## config.mk

```make
export PLATFORM = sky130hd
export DESIGN_NAME = floppy_command_parameter_decode
export DESIGN_NICKNAME = d
export VERILOG_FILES = /design/src/rtl/fdc_param_pkg.sv /design/src/rtl/floppy_command_parameter_decode.sv
export SDC_FILE = /design/constraint.sdc
export NUM_CORES = 1
export LEC_CHECK = 0
export ABC_AREA = 1
export BUFFER_PORTS_ARGS = -buffer_cell sky130_fd_sc_hd__buf_2
export CAP_MARGIN = 20
export CORE_ASPECT_RATIO = 1.4
export CORE_MARGIN = 4
export CORE_UTILIZATION = 43
export CTS_CLUSTER_DIAMETER = 60
export DETAILED_ROUTE_END_ITERATION = 6
export SLEW_MARGIN = 30
export SYNTH_ARGS = -nofsm -noshare
export SYNTH_HDL_FRONTEND = slang
export SYNTH_SLANG_ARGS = --single-unit
```

## constraint.sdc

```tcl
create_clock -name pclk -period 4.4 [get_ports pclk]
set_clock_uncertainty 0.05 [all_clocks]
set_input_delay 0.22 -clock pclk [delete_from_list [all_inputs] [get_ports pclk]]
set_output_delay 0.22 -clock pclk [all_outputs]
set_load 0.005 [all_outputs]
```

## src/rtl/fdc_param_pkg.sv

```systemverilog
// Constants, types and register map of the command parameter decoder.
// Assumes a 250 MHz APB clock and 32-bit data.
package fdc_param_pkg;
   localparam int CLK_PERIOD_NS = 4;
   localparam int STEP_UNIT_NS = 500_000;
   localparam int STEP_UNIT_CYCLES = STEP_UNIT_NS / CLK_PERIOD_NS;
   localparam int STEP_UNITS_MAX = 16;
   localparam int POLL_PERIOD_NS = 1_000_000;
   localparam int POLL_CYCLES = POLL_PERIOD_NS / CLK_PERIOD_NS;
   localparam logic [14:0] BASE_SECTOR_BYTES = 15'h0080;
   localparam logic [7:0] MAX_SIZE_CODE = 8'h07;

   localparam logic [11:0] OFS_MODE = 12'h000;
   localparam logic [11:0] OFS_SECTOR = 12'h004;
   localparam logic [11:0] OFS_TRACK = 12'h008;
   localparam logic [11:0] OFS_CONFIG = 12'h00c;
   localparam logic [11:0] OFS_SPECIFY = 12'h010;
   localparam logic [11:0] OFS_PERP = 12'h014;
   localparam logic [11:0] OFS_COMMAND = 12'h018;
   localparam logic [11:0] OFS_STATUS = 12'h01c;
   localparam logic [11:0] OFS_RESULT = 12'h020;
   localparam logic [11:0] OFS_LENGTH = 12'h024;

   // MODE fields
   localparam int MODE_DD = 0;
   localparam int MODE_MT = 1;
   localparam int MODE_SKIP = 2;
   localparam int MODE_ND = 3;
   localparam int MODE_EC = 4;
   localparam int MODE_HEAD = 5;
   // TRACK and CONFIG fields
   localparam int TRACK_DIR = 16;
   localparam int CFG_FIFO_N = 4;
   localparam int CFG_POLL_OFF = 5;
   localparam int CFG_LOCK = 6;
   // PERP and COMMAND fields
   localparam int PERP_WRITE_GATE_TIMING = 1;
   localparam int PERP_OW = 7;
   localparam int CMD_GO = 3;
   localparam int CMD_RESET = 8;

   localparam logic FIFO_N_RST = 1'b1;
   localparam logic [3:0] FIFO_THR_RST = 4'h0;
   localparam logic [7:0] PRECOMP_RST = 8'h00;

   typedef enum logic [2:0] {
      OP_READ = 3'b000,
      OP_READ_DEL = 3'b001,
      OP_WRITE = 3'b010,
      OP_FORMAT = 3'b011,
      OP_VERIFY = 3'b100,
      OP_SEEK = 3'b101,
      OP_REL_SEEK = 3'b110,
      OP_SENSE = 3'b111
   } op_e;

   typedef enum logic [2:0] {
      S_IDLE = 3'b000,
      S_STEP = 3'b001,
      S_SECT = 3'b010,
      S_BYTE = 3'b011,
      S_NEXT = 3'b100,
      S_DONE = 3'b101
   } state_e;

   typedef struct packed {
      logic step_pulse;
      logic step_dir;
      logic write_enable;
      logic precomp_on;
      logic encode_mfm;
      logic head_sel;
   } drive_s;
endpackage : fdc_param_pkg

```

## src/rtl/floppy_command_parameter_decode.sv

```systemverilog
// Command parameter decoder and execution engine of a floppy controller.
// Registers sit on an APB slave with no wait states; drive pins on pclk.
//
// Chosen here: register access over APB and the register addresses.
`timescale 1ns/100ps
`default_nettype none

// Function
// - With lock set, soft reset keeps FIFO enable, threshold and precomp track.
// - Density parameter one records double density, zero single density.
// - Multi-track continues from last sector of head 0 to head 1.
// - Nonzero size code gives 128 times two to the code bytes, up to 07.
// - Size code zero uses 128-byte sector, short length sets bytes passed.
// - Non-DMA flag one interrupts per byte, zero uses DMA requests.
// - Low four perpendicular bits change only when overwrite enable is one.
// - Polling routine stops while polling disable is set.
// - Precompensation starts at programmable track 00 through FFH.
// - Sector address is the first sector of a multi-sector transfer.
// - Relative seek offset is applied to the current cylinder.
// - Sectors per track counts format, and verify with count enable.
// - Bypass skips deleted sectors on read, non-deleted on read deleted.
// - Step pulses spaced 0.5 to 8 ms in 0.5 ms steps.
// - Four result status registers updated after each command.
// - Write gate parameter moves write enable earlier for pre-erase.
// - Present cylinder is reported when sense interrupt status completes.
// - Seek steps the head until it reaches the target cylinder.
// - Short sectors: reads drop excess bytes, writes pad with zeros.
// - FIFO enable bit is active low, default one leaves FIFO off.
// - Relative seek direction zero steps outward, one inward.
module floppy_command_parameter_decode #(
   parameter int STEP_UNIT = fdc_param_pkg::STEP_UNIT_CYCLES,
   parameter int POLL_PERIOD = fdc_param_pkg::POLL_CYCLES
) (
   input wire logic pclk,
   input wire logic presetn,
   input wire logic psel,
   input wire logic penable,
   input wire logic pwrite,
   input wire logic [11:0] paddr,
   input wire logic [31:0] pwdata,
   output logic [31:0] prdata,
   output logic pready,
   output logic pslverr,
   input wire logic sector_deleted,
   input wire logic xfer_ack,
   input wire logic [7:0] disk_rd_data,
   input wire logic [7:0] host_wr_data,
   output logic host_irq,
   output logic dma_req,
   output logic [7:0] host_rd_data,
   output logic [7:0] disk_wr_data,
   output fdc_param_pkg::drive_s drive,
   output logic fifo_on,
   output logic [3:0] fifo_threshold_out,
   output logic poll_strobe
);
   import fdc_param_pkg::*;

   function automatic logic param_reg(input logic [11:0] a);
      return a == OFS_MODE || a == OFS_SECTOR || a == OFS_TRACK ||
             a == OFS_CONFIG || a == OFS_SPECIFY || a == OFS_PERP;
   endfunction : param_reg

   function automatic logic mapped(input logic [11:0] a);
      return param_reg(a) || a == OFS_COMMAND || a == OFS_STATUS ||
             a == OFS_RESULT || a == OFS_LENGTH;
   endfunction : mapped

   logic [1:0] del_sync;
   logic deleted_mark;
   state_e state;
   op_e op;
   logic [6:0] mode;
   logic [7:0] sector_addr;
   logic [2:0] size_code;
   logic [7:0] end_sector;
   logic [7:0] short_sector_length;
   logic [7:0] target_cylinder;
   logic [7:0] relative_cylinder_offset;
   logic rel_dir;
   logic [7:0] sectors_per_track;
   logic [3:0] fifo_threshold;
   logic fifo_enable_n;
   logic poll_disable;
   logic lock;
   logic [7:0] precomp_start_track;
   logic [3:0] step_rate_interval;
   logic [3:0] perp_bits;
   logic [7:0] result_status_0;
   logic [7:0] result_status_1;
   logic [7:0] result_status_2;
   logic [7:0] result_status_3;
   logic [7:0] present_cylinder;
   logic [7:0] head_cyl;
   logic [7:0] seek_tgt;
   logic [7:0] cur_sector;
   logic cur_head;
   logic [7:0] sect_left;
   logic [14:0] byte_cnt;
   logic [31:0] step_wait;
   logic [31:0] poll_cnt;
   logic done;
   logic access;
   logic busy;
   logic refused;
   logic wr_ok;
   logic go;
   logic soft_rst;
   logic [14:0] sector_bytes;
   logic [14:0] pass_bytes;
   logic is_read;
   logic is_write;
   logic passing;
   logic req;
   logic count_mode;
   logic last_sector;
   logic [31:0] read_word;

   // Drive pin synchroniser
   always_ff @(posedge pclk or negedge presetn) begin
      if (!presetn) begin
         del_sync <= 2'b00;
      end else begin
         del_sync <= {del_sync[0], sector_deleted};
      end
   end
   assign deleted_mark = del_sync[1];

   assign access = psel & penable;
   assign busy = state != S_IDLE;
   assign pready = 1'b1;
   assign refused = !mapped(paddr) ||
      (pwrite && busy && param_reg(paddr)) ||
      (pwrite && paddr == OFS_SECTOR && pwdata[15:8] > MAX_SIZE_CODE) ||
      (pwrite && busy && paddr == OFS_COMMAND && pwdata[CMD_GO]);
   assign pslverr = access & refused;
   assign wr_ok = access & pwrite & ~refused;
   assign soft_rst = wr_ok && paddr == OFS_COMMAND && pwdata[CMD_RESET];
   assign go = wr_ok && paddr == OFS_COMMAND && pwdata[CMD_GO] && !soft_rst;

   // Command parameters
   always_ff @(posedge pclk or negedge presetn) begin
      if (!presetn) begin
         mode <= 7'h00;
         sector_addr <= 8'h01;
         size_code <= 3'h2;
         end_sector <= 8'h01;
         short_sector_length <= 8'hff;
         target_cylinder <= 8'h00;
         relative_cylinder_offset <= 8'h00;
         rel_dir <= 1'b0;
         sectors_per_track <= 8'h01;
         step_rate_interval <= 4'h0;
      end else if (wr_ok) begin
         if (paddr == OFS_MODE) begin
            mode <= pwdata[6:0];
         end
         if (paddr == OFS_SECTOR) begin
            sector_addr <= pwdata[7:0];
            size_code <= pwdata[10:8];
            end_sector <= pwdata[23:16];
            short_sector_length <= pwdata[31:24];
         end
         if (paddr == OFS_TRACK) begin
            target_cylinder <= pwdata[7:0];
            relative_cylinder_offset <= pwdata[15:8];
            rel_dir <= pwdata[TRACK_DIR];
            sectors_per_track <= pwdata[31:24];
         end
         if (paddr == OFS_SPECIFY) begin
            step_rate_interval <= pwdata[3:0];
         end
      end
   end

   // Configuration survives a soft reset while locked
   always_ff @(posedge pclk or negedge presetn) begin
      if (!presetn) begin
         fifo_enable_n <= FIFO_N_RST;
         fifo_threshold <= FIFO_THR_RST;
         precomp_start_track <= PRECOMP_RST;
         poll_disable <= 1'b0;
         lock <= 1'b0;
      end else if (soft_rst && !lock) begin
         fifo_enable_n <= FIFO_N_RST;
         fifo_threshold <= FIFO_THR_RST;
         precomp_start_track <= PRECOMP_RST;
      end else if (wr_ok && paddr == OFS_CONFIG) begin
         fifo_threshold <= pwdata[3:0];
         fifo_enable_n <= pwdata[CFG_FIFO_N];
         poll_disable <= pwdata[CFG_POLL_OFF];
         lock <= pwdata[CFG_LOCK];
         precomp_start_track <= pwdata[15:8];
      end
   end

   always_ff @(posedge pclk or negedge presetn) begin
      if (!presetn) begin
         perp_bits <= 4'h0;
      end else if (wr_ok && paddr == OFS_PERP && pwdata[PERP_OW]) begin
         perp_bits <= pwdata[3:0];
      end
   end

   always_ff @(posedge pclk or negedge presetn) begin
      if (!presetn) begin
         fifo_on <= 1'b0;
         fifo_threshold_out <= FIFO_THR_RST;
      end else begin
         fifo_on <= ~fifo_enable_n;
         fifo_threshold_out <= fifo_threshold;
      end
   end

   assign sector_bytes = BASE_SECTOR_BYTES << size_code;
   always_comb begin
      pass_bytes = sector_bytes;
      if (size_code == 3'h0) begin
         pass_bytes = (short_sector_length >= BASE_SECTOR_BYTES[7:0]) ?
            BASE_SECTOR_BYTES : {7'h00, short_sector_length};
      end
   end

   assign is_read = op == OP_READ || op == OP_READ_DEL;
   assign is_write = op == OP_WRITE || op == OP_FORMAT;
   assign passing = byte_cnt < pass_bytes;
   assign req = state == S_BYTE && passing && (is_read || is_write);
   assign host_irq = req & mode[MODE_ND];
   assign dma_req = req & ~mode[MODE_ND];
   assign count_mode = op == OP_FORMAT || (op == OP_VERIFY && mode[MODE_EC]);
   assign last_sector = count_mode ? sect_left == 8'h01 : cur_sector == end_sector;

   // Execution engine
   always_ff @(posedge pclk or negedge presetn) begin
      if (!presetn) begin
         state <= S_IDLE;
         op <= OP_READ;
         head_cyl <= 8'h00;
         seek_tgt <= 8'h00;
         cur_sector <= 8'h00;
         cur_head <= 1'b0;
         sect_left <= 8'h00;
         byte_cnt <= 15'h0000;
         step_wait <= 32'h0000_0000;
         present_cylinder <= 8'h00;
         result_status_0 <= 8'h00;
         result_status_1 <= 8'h00;
         result_status_2 <= 8'h00;
         result_status_3 <= 8'h00;
         done <= 1'b0;
      end else if (soft_rst) begin
         state <= S_IDLE;
      end else begin
         unique case (state)
            S_IDLE: begin
               if (go) begin
                  op <= op_e'(pwdata[2:0]);
                  done <= 1'b0;
                  result_status_2 <= 8'h00;
                  step_wait <= 32'(STEP_UNIT * (STEP_UNITS_MAX - int'(step_rate_interval)));
                  cur_sector <= sector_addr;
                  cur_head <= mode[MODE_HEAD];
                  sect_left <= sectors_per_track;
                  state <= S_SECT;
                  if (op_e'(pwdata[2:0]) == OP_SEEK) begin
                     seek_tgt <= target_cylinder;
                     state <= S_STEP;
                  end else if (op_e'(pwdata[2:0]) == OP_REL_SEEK) begin
                     seek_tgt <= rel_dir ? head_cyl + relative_cylinder_offset :
                        head_cyl - relative_cylinder_offset;
                     state <= S_STEP;
                  end else if (op_e'(pwdata[2:0]) == OP_SENSE) begin
                     present_cylinder <= head_cyl;
                     state <= S_DONE;
                  end
               end
            end
            S_STEP: begin
               if (head_cyl == seek_tgt) begin
                  state <= S_DONE;
               end else if (step_wait <= 32'h0000_0001) begin
                  step_wait <= 32'(STEP_UNIT * (STEP_UNITS_MAX - int'(step_rate_interval)));
                  head_cyl <= (seek_tgt > head_cyl) ? head_cyl + 8'h01 : head_cyl - 8'h01;
               end else begin
                  step_wait <= step_wait - 32'h0000_0001;
               end
            end
            S_SECT: begin
               byte_cnt <= 15'h0000;
               if (mode[MODE_SKIP] && ((op == OP_READ && deleted_mark) ||
                   (op == OP_READ_DEL && !deleted_mark))) begin
                  state <= S_NEXT;
               end else begin
                  result_status_2[6] <= result_status_2[6] | (is_read & deleted_mark);
                  state <= S_BYTE;
               end
            end
            S_BYTE: begin
               if (!req || xfer_ack) begin
                  // Excess bytes beyond the passed length run without requests
                  if (byte_cnt == sector_bytes - 15'h0001) begin
                     state <= S_NEXT;
                  end else begin
                     byte_cnt <= byte_cnt + 15'h0001;
                  end
               end
            end
            S_NEXT: begin
               state <= S_SECT;
               if (!last_sector) begin
                  cur_sector <= cur_sector + 8'h01;
                  sect_left <= sect_left - 8'h01;
               end else if (mode[MODE_MT] && !cur_head && !count_mode) begin
                  cur_head <= 1'b1;
                  cur_sector <= 8'h01;
               end else begin
                  state <= S_DONE;
               end
            end
            S_DONE: begin
               result_status_0 <= {2'b00, op == OP_SEEK || op == OP_REL_SEEK,
                  2'b00, cur_head, 2'b00};
               result_status_1 <= 8'h00;
               result_status_3 <= {3'b001, head_cyl == 8'h00, 1'b0, cur_head, 2'b00};
               done <= 1'b1;
               state <= S_IDLE;
            end
            default: begin
               state <= S_IDLE;
            end
         endcase
      end
   end

   // Data paths
   always_ff @(posedge pclk or negedge presetn) begin
      if (!presetn) begin
         host_rd_data <= 8'h00;
         disk_wr_data <= 8'h00;
      end else if (state == S_BYTE) begin
         if (req && xfer_ack && is_read) begin
            host_rd_data <= disk_rd_data;
         end
         if (is_write) begin
            disk_wr_data <= (passing && xfer_ack) ? host_wr_data : 8'h00;
         end
      end
   end

   // Drive pins
   always_ff @(posedge pclk or negedge presetn) begin
      if (!presetn) begin
         drive <= '0;
      end else begin
         drive.step_pulse <= state == S_STEP && head_cyl != seek_tgt &&
            step_wait <= 32'h0000_0001;
         drive.step_dir <= seek_tgt > head_cyl;
         drive.write_enable <= is_write && (state == S_BYTE ||
            (perp_bits[PERP_WRITE_GATE_TIMING] && state == S_SECT));
         drive.precomp_on <= is_write && state == S_BYTE &&
            head_cyl >= precomp_start_track;
         drive.encode_mfm <= mode[MODE_DD];
         drive.head_sel <= cur_head;
      end
   end

   // Drive polling while idle
   always_ff @(posedge pclk or negedge presetn) begin
      if (!presetn) begin
         poll_cnt <= 32'h0000_0000;
         poll_strobe <= 1'b0;
      end else begin
         poll_strobe <= 1'b0;
         if (poll_disable || busy) begin
            poll_cnt <= 32'h0000_0000;
         end else if (poll_cnt >= 32'(POLL_PERIOD - 1)) begin
            poll_cnt <= 32'h0000_0000;
            poll_strobe <= 1'b1;
         end else begin
            poll_cnt <= poll_cnt + 32'h0000_0001;
         end
      end
   end

   always_comb begin
      read_word = 32'h0000_0000;
      unique case (paddr)
         OFS_MODE: read_word = {25'h000_0000, mode};
         OFS_SECTOR: read_word = {short_sector_length, end_sector, 5'h00, size_code,
            sector_addr};
         OFS_TRACK: read_word = {sectors_per_track, 7'h00, rel_dir,
            relative_cylinder_offset, target_cylinder};
         OFS_CONFIG: read_word = {16'h0000, precomp_start_track, 1'b0, lock,
            poll_disable, fifo_enable_n, fifo_threshold};
         OFS_SPECIFY: read_word = {28'h000_0000, step_rate_interval};
         OFS_PERP: read_word = {28'h000_0000, perp_bits};
         OFS_COMMAND: read_word = {28'h000_0000, busy, op};
         OFS_STATUS: read_word = {head_cyl, cur_sector, present_cylinder,
            5'h00, cur_head, done, busy};
         OFS_RESULT: read_word = {result_status_3, result_status_2,
            result_status_1, result_status_0};
         OFS_LENGTH: read_word = {1'b0, pass_bytes, 1'b0, sector_bytes};
         default: read_word = 32'h0000_0000;
      endcase
   end

   // Read data captured in the setup cycle
   always_ff @(posedge pclk or negedge presetn) begin
      if (!presetn) begin
         prdata <= 32'h0000_0000;
      end else if (psel && !penable && !pwrite) begin
         prdata <= read_word;
      end
   end
endmodule : floppy_command_parameter_decode
`default_nettype wire

```

Word level (Yosys, flattened, before mapping)
Index checks and enable logic that the tools add are counted.

cells by class
  reductions and logical operators = 96
  bitwise gates (word level) = 16
  muxes and demuxes = 54
  multipliers = 1
  shift operators = 1
  $add $sub $neg = 11
  $lt $le $gt $ge = 7
  equality and inequality tests = 41

operators with widths
  cell                     count
  $pmux W32 S10            1
  $mux W32                 5
  $mux W8                  13
  $pmux W32 S2             1
  $eq A12 B5 Y1 const B    4
  $mux W15                 3
  $logic_and A1 B1 Y1      33
  $mux W3                  11
  $add A32 B1 Y32 const B  1
  $ge A32 B18 Y1 const B   1
  $le A32 B1 Y1 const B    1
  $pmux W8 S2              2
  $reduce_and A4 Y1        8
  $sub A32 B1 Y32 const B  1
  $pmux W15 S2             1
  $eq A12 B4 Y1 const B    2
  $eq A12 B6 Y1 const B    2
  $eq A3 B3 Y1 const B     8
  $logic_or A1 B1 Y1       21
  $mul A15 B6 Y21 const A  1
  $add A8 B1 Y8 const B    2
  $eq A8 B8 Y1             2
  $reduce_and A2 Y1        8
  $sub A8 B1 Y8 const B    2
  other kinds (38)         93

storage, ports and cells
  bits in registers = 277
  input bits = 67
  output and inout bits = 64
  logic and storage cells = 271

Logic depth before layout (Yosys ltp)
  depth after elaboration = 23
  mapped depth = 23
  gate-level depth less buffers = 22

Least setup slack after synthesis
No wires, ideal clock.

  path type = register to register
  from = register step_rate_interval[0]
  to = register step_wait[20]
  arrival time = 3.730 ns
  path slack = 0.546 ns
  cell stages (with the launch flop) = 21
  library setup time = 0.074 ns
  path through = dfrtp_1 -> buf_2 -> clkinv_1 -> ha_1 -> nand2_1 -> nor2_1 -> inv_1 -> ha_1 -> ha_1 -> inv_1 -> fa_1 -> inv_1 -> ha_1 -> a21oi_1 -> o21ai_0 -> a21oi_1 -> nand2_1 -> nand2_1 -> nand3_1 -> and2_0 -> o21ai_2

on the way
  cells in the longest elaborated chain, start to end = 5
  elaborated cells on any way between the ends = 6

ends and longest elaborated chain
  what                    RTL line                                                                        RTL
  from (decl)             floppy_command_parameter_decode.sv:87                                           logic [3:0] step_rate_interval;
  from (signal assigned)  floppy_command_parameter_decode.sv:171                                          step_rate_interval <= pwdata[3:0];
  $sub A5 B4 Y6 *         floppy_command_parameter_decode.sv:260, floppy_command_parameter_decode.sv:282
  $mul A15 B6 Y21 *       floppy_command_parameter_decode.sv:260, floppy_command_parameter_decode.sv:282
  $mux W32                floppy_command_parameter_decode.sv:281                                          end else if (step_wait <= 32'h0000_0001) begin
  $mux W32                floppy_command_parameter_decode.sv:279                                          if (head_cyl == seek_tgt) begin
  $pmux W32 S2 *          floppy_command_parameter_decode.sv:254                                          unique case (state)
  to (signal assigned)    floppy_command_parameter_decode.sv:260                                          step_wait <= 32'(STEP_UNIT * (STEP_UNITS_MAX - int'(step_rate_interval)));
  to (signal assigned)    floppy_command_parameter_decode.sv:282                                          step_wait <= 32'(STEP_UNIT * (STEP_UNITS_MAX - int'(step_rate_interval)));
  to (signal assigned)    floppy_command_parameter_decode.sv:285                                          step_wait <= step_wait - 32'h0000_0001;
  to (decl)               floppy_command_parameter_decode.sv:100                                          logic [31:0] step_wait;

Every way passes the cells marked *; elsewhere a longest branch is shown, timed or not. The select of a mux whose other input is x is not followed.
A chain may end at the register's enable or synchronous reset.

Final worst setup path
  from = register step_rate_interval[1]
  to = register step_wait[21]

Same word-level chain as after synthesis.

==> metrics <==
status finished clean; Finished Layout Cells 2,824; Setup crit end kind register; DP Area 17,800 um^2; Residual DRC 0; hold path depth 5; CTS tree done; maximum number of pins on one net before global-route repair 120; Max VDD drop 0.322 mV; DP Wirelength 38,900 um; number of I/O pins 131; Max Clock Freq 254 MHz; Placed Cells 2,720; Crit Path Category register to register; number of global-route vias before repair 14,700; launch point of the worst reg-to-reg path step_rate_interval[1]; critical path's top delay family adder cells; first-pass GRT wire length 80,900 um; Die Ht 241 um; Max Buffers Root-to-Sink 3; worst-path cell chain inv_1, ha_1, inv_1, nand2_1, nand2_1, inv_1, ha_1, xor2_1, ha_1, inv_1, fa_1, inv_1, ha_1, a21oi_1, inv_1, a21oi_1, nand2_1, a21oi_1, o21ai_0, nand2_1, o21ai_2; Period Utilization, post-route 89.6%; final global-route overflow total 0; Overall Global Routing Usage 24.2%; mean post-synth cell area 7.74 um^2; synthesized area 16,600 um^2; CP max stage delay 500 ps; Setup TNS 0 ps; ys flop type dfrtp_1; FP Rows 84; Tmin final 3940 ps; Sink Count 276; Worst R2R Setup Slack 460 ps; H-tree levels 1; global placer's final weighted congestion 0.963; yosys warns 0; worst min path class input pin to register; #FFs+latches synth 276; Core Region 37,800 um^2; reg2reg path depth 21; antenna-violating nets left 0; clk_lat worst skew 560 ps; Yosys cell types 48; Post-synth ARST share 100%; Clock transition at path regs 70 ps; Root Buffer clkbuf_16; crit-path max FO 6; setup violators final 0; Starting DRT DRC Count 1,149; sequential area share after synthesis 41.7%; cts bufs inserted 29; FILL cells 3,721; RSZ-0062 raised after global routing false; Avg WL per Cell 18.1 um; worst hold start xfer_ack; pre-CTS setup slack 513 ps; reg2reg end step_wait[21]; initial antenna violation count 2; LEAKAGE 9.51 nW; number of synthesized flops with an enable pin 0; WL final 51,100 um; PnR worst setup slack 457 ps; Vias 15,000; layout overhead on the synthesized area 16.3%; Critical Path AT 4330 ps; Nets 2,479; Final Hold Viols 0; die span in x 174 um; Die Area 41,900 um^2; Hold EP disk_wr_data[6]; Worst Max-Slew Pin Slew 966 ps; Pwr Density 406 nW/um^2; number of port buffers 129; Worst path slowest cell fa_1; CP required 4790 ps; # Max-Cap Violations 0; drt via density 5.32; Post-Syn Instances 2,145; final max-slew violation count 0; Post-CTS Setup Bufs 0; Initial Utilization 43.9%; 1st-pass router iterations 6; Design Area, Final 19,300 um^2; CP Buf/Inv Count 6; most used cell, CP inv_1; max_slew headroom 35.1%; share of cells above drive strength 1 12.9%; CP Launch Type register
layout make-up:
class	instances	area, um^2	area share, %
diodes	1	2.50	0.0130
clock buffers	39	823	4.26
clock inverters	13	230	1.19
inverters	276	1040	5.38
multi-input cells	1546	8370	43.3
flip-flops and latches	276	6920	35.8
well taps	473	592	3.06
repair buffers	200	1340	6.94
layout by cell type, fill, tap and decap left out, types with 15 or more instances in the layout:
cell / count
nand2_1: 536
inv_1: 267
dfrtp_1: 263
nor2_1: 178
o21ai_0: 143
buf_2: 128
nand3_1: 116
o21ai_1: 77
ha_1: 76
a21oi_1: 61
xor2_1: 51
dlygate4sd3_1: 51
nand4_1: 43
nor3_1: 40
o21ai_2: 40
clkbuf_16: 29
o22ai_1: 23
buf_4: 18
xnor2_1: 17
nand2_2: 16
conb_1: 15
power breakdown:
part / internal [W] / total (W) / switching [W]
sequential: 0.00272 / 0.00292 / 0.000202
combinational: 0.000714 / 0.00220 / 0.00149
clock: 0.00166 / 0.00273 / 0.00106
total: 0.00509 / 0.00784 / 0.00275
worst max-delay path by stage:
stage | startpoint | endpoint | slack [ps] | cells after the start
after floorplan | step_rate_interval[0] | step_wait[20] | 550 | 20
after global placement | step_rate_interval[1] | step_wait[18] | 580 | 22
after detailed placement | step_rate_interval[1] | step_wait[21] | 510 | 21
after CTS | step_rate_interval[1] | step_wait[21] | 500 | 20
after global routing | step_rate_interval[1] | step_wait[20] | 210 | 21
final | step_rate_interval[1] | step_wait[21] | 460 | 21
state kept, by name, indices dropped and copies added, names as in the netlist, 6 cells and up:
register	cells
seek_tgt	8
step_wait	32
disk_wr_data	8
sector_addr	8
sectors_per_track	8
sect_left	8
short_sector_length	8
cur_sector	8
present_cylinder	8
end_sector	8
precomp_start_track	8
mode	7
head_cyl	8
byte_cnt	15
prdata	32
drive	6
host_rd_data	8
relative_cylinder_offset	8
target_cylinder	8
poll_cnt	32
cells by family (layout without fill, tap and decap cells):
family | after synthesis | in the layout | synth area share [%]
XOR/XNOR | 68 | 68 | 3.59
flip-flops | 276 | 276 | 41.7
AO/OA/AOI/OAI | 395 | 395 | 13.9
adder cells (fa/ha/maj) | 83 | 83 | 6.57
buffers and inverters | 336 | 528 | 8.23
other | 2 | 16 | 0.0452
multiplexers | 8 | 8 | 0.482
AND/OR/NAND/NOR | 977 | 977 | 25.5
tightest hold or removal path, cell delays in order:
cell,delay [ps]
buf_2,110
inv_1,130
nor2_4,100
nand3_1,70
nand2_1,40
stage by stage:
step / util, % / hold slack, ps / power [W]
2_1_floorplan: - / -126 / 0.00462
3_3_place_gp: 46.9 / 196 / 0.00511
3_5_place_dp: 46.9 / 208 / 0.00514
4_1_cts: 51.1 / 80.9 / 0.00793
5_1_grt: 51.1 / 94.1 / 0.00833
6_report: 51.1 / 105 / 0.00784
synth_stat cells (8+ instances only):
master / instances / area, um^2
dfstp_2: 13 / 342
dfrtp_1: 263 / 6580
o21ai_0: 143 / 716
a221oi_1: 12 / 105
nor2_1: 178 / 668
o22ai_1: 23 / 144
nor4_1: 9 / 56.3
or2_2: 10 / 62.6
buf_2: 16 / 80.1
inv_1: 267 / 1000
xnor2_1: 17 / 149
nand3_1: 116 / 581
nor3_1: 40 / 200
a211oi_1: 8 / 60.1
nand2_2: 16 / 100
o21ai_2: 40 / 350
nand2_1: 536 / 2010
buf_6: 8 / 90.1
o21ai_1: 77 / 385
mux2i_1: 8 / 80.1
clkbuf_1: 30 / 113
a21oi_1: 61 / 305
nand4_1: 43 / 269
xor2_1: 51 / 447
ha_1: 76 / 951
per-layer routing:
metal	vias up	routed length (um)	global-route usage (%)
met5	-	0	0
met4	0	2520	10.8
met3	116	2800	3.10
met2	416	25300	42.4
met1	7099	20400	30.2
li1	7387	-	-
what timing repair did:
item                                   4_1_cts  5_1_grt
hold buffers                                51        0
endpoints found under the hold margin      146        0
resized for setup                            0        0
No activity file was read; power rests on OpenSTA's default activity.
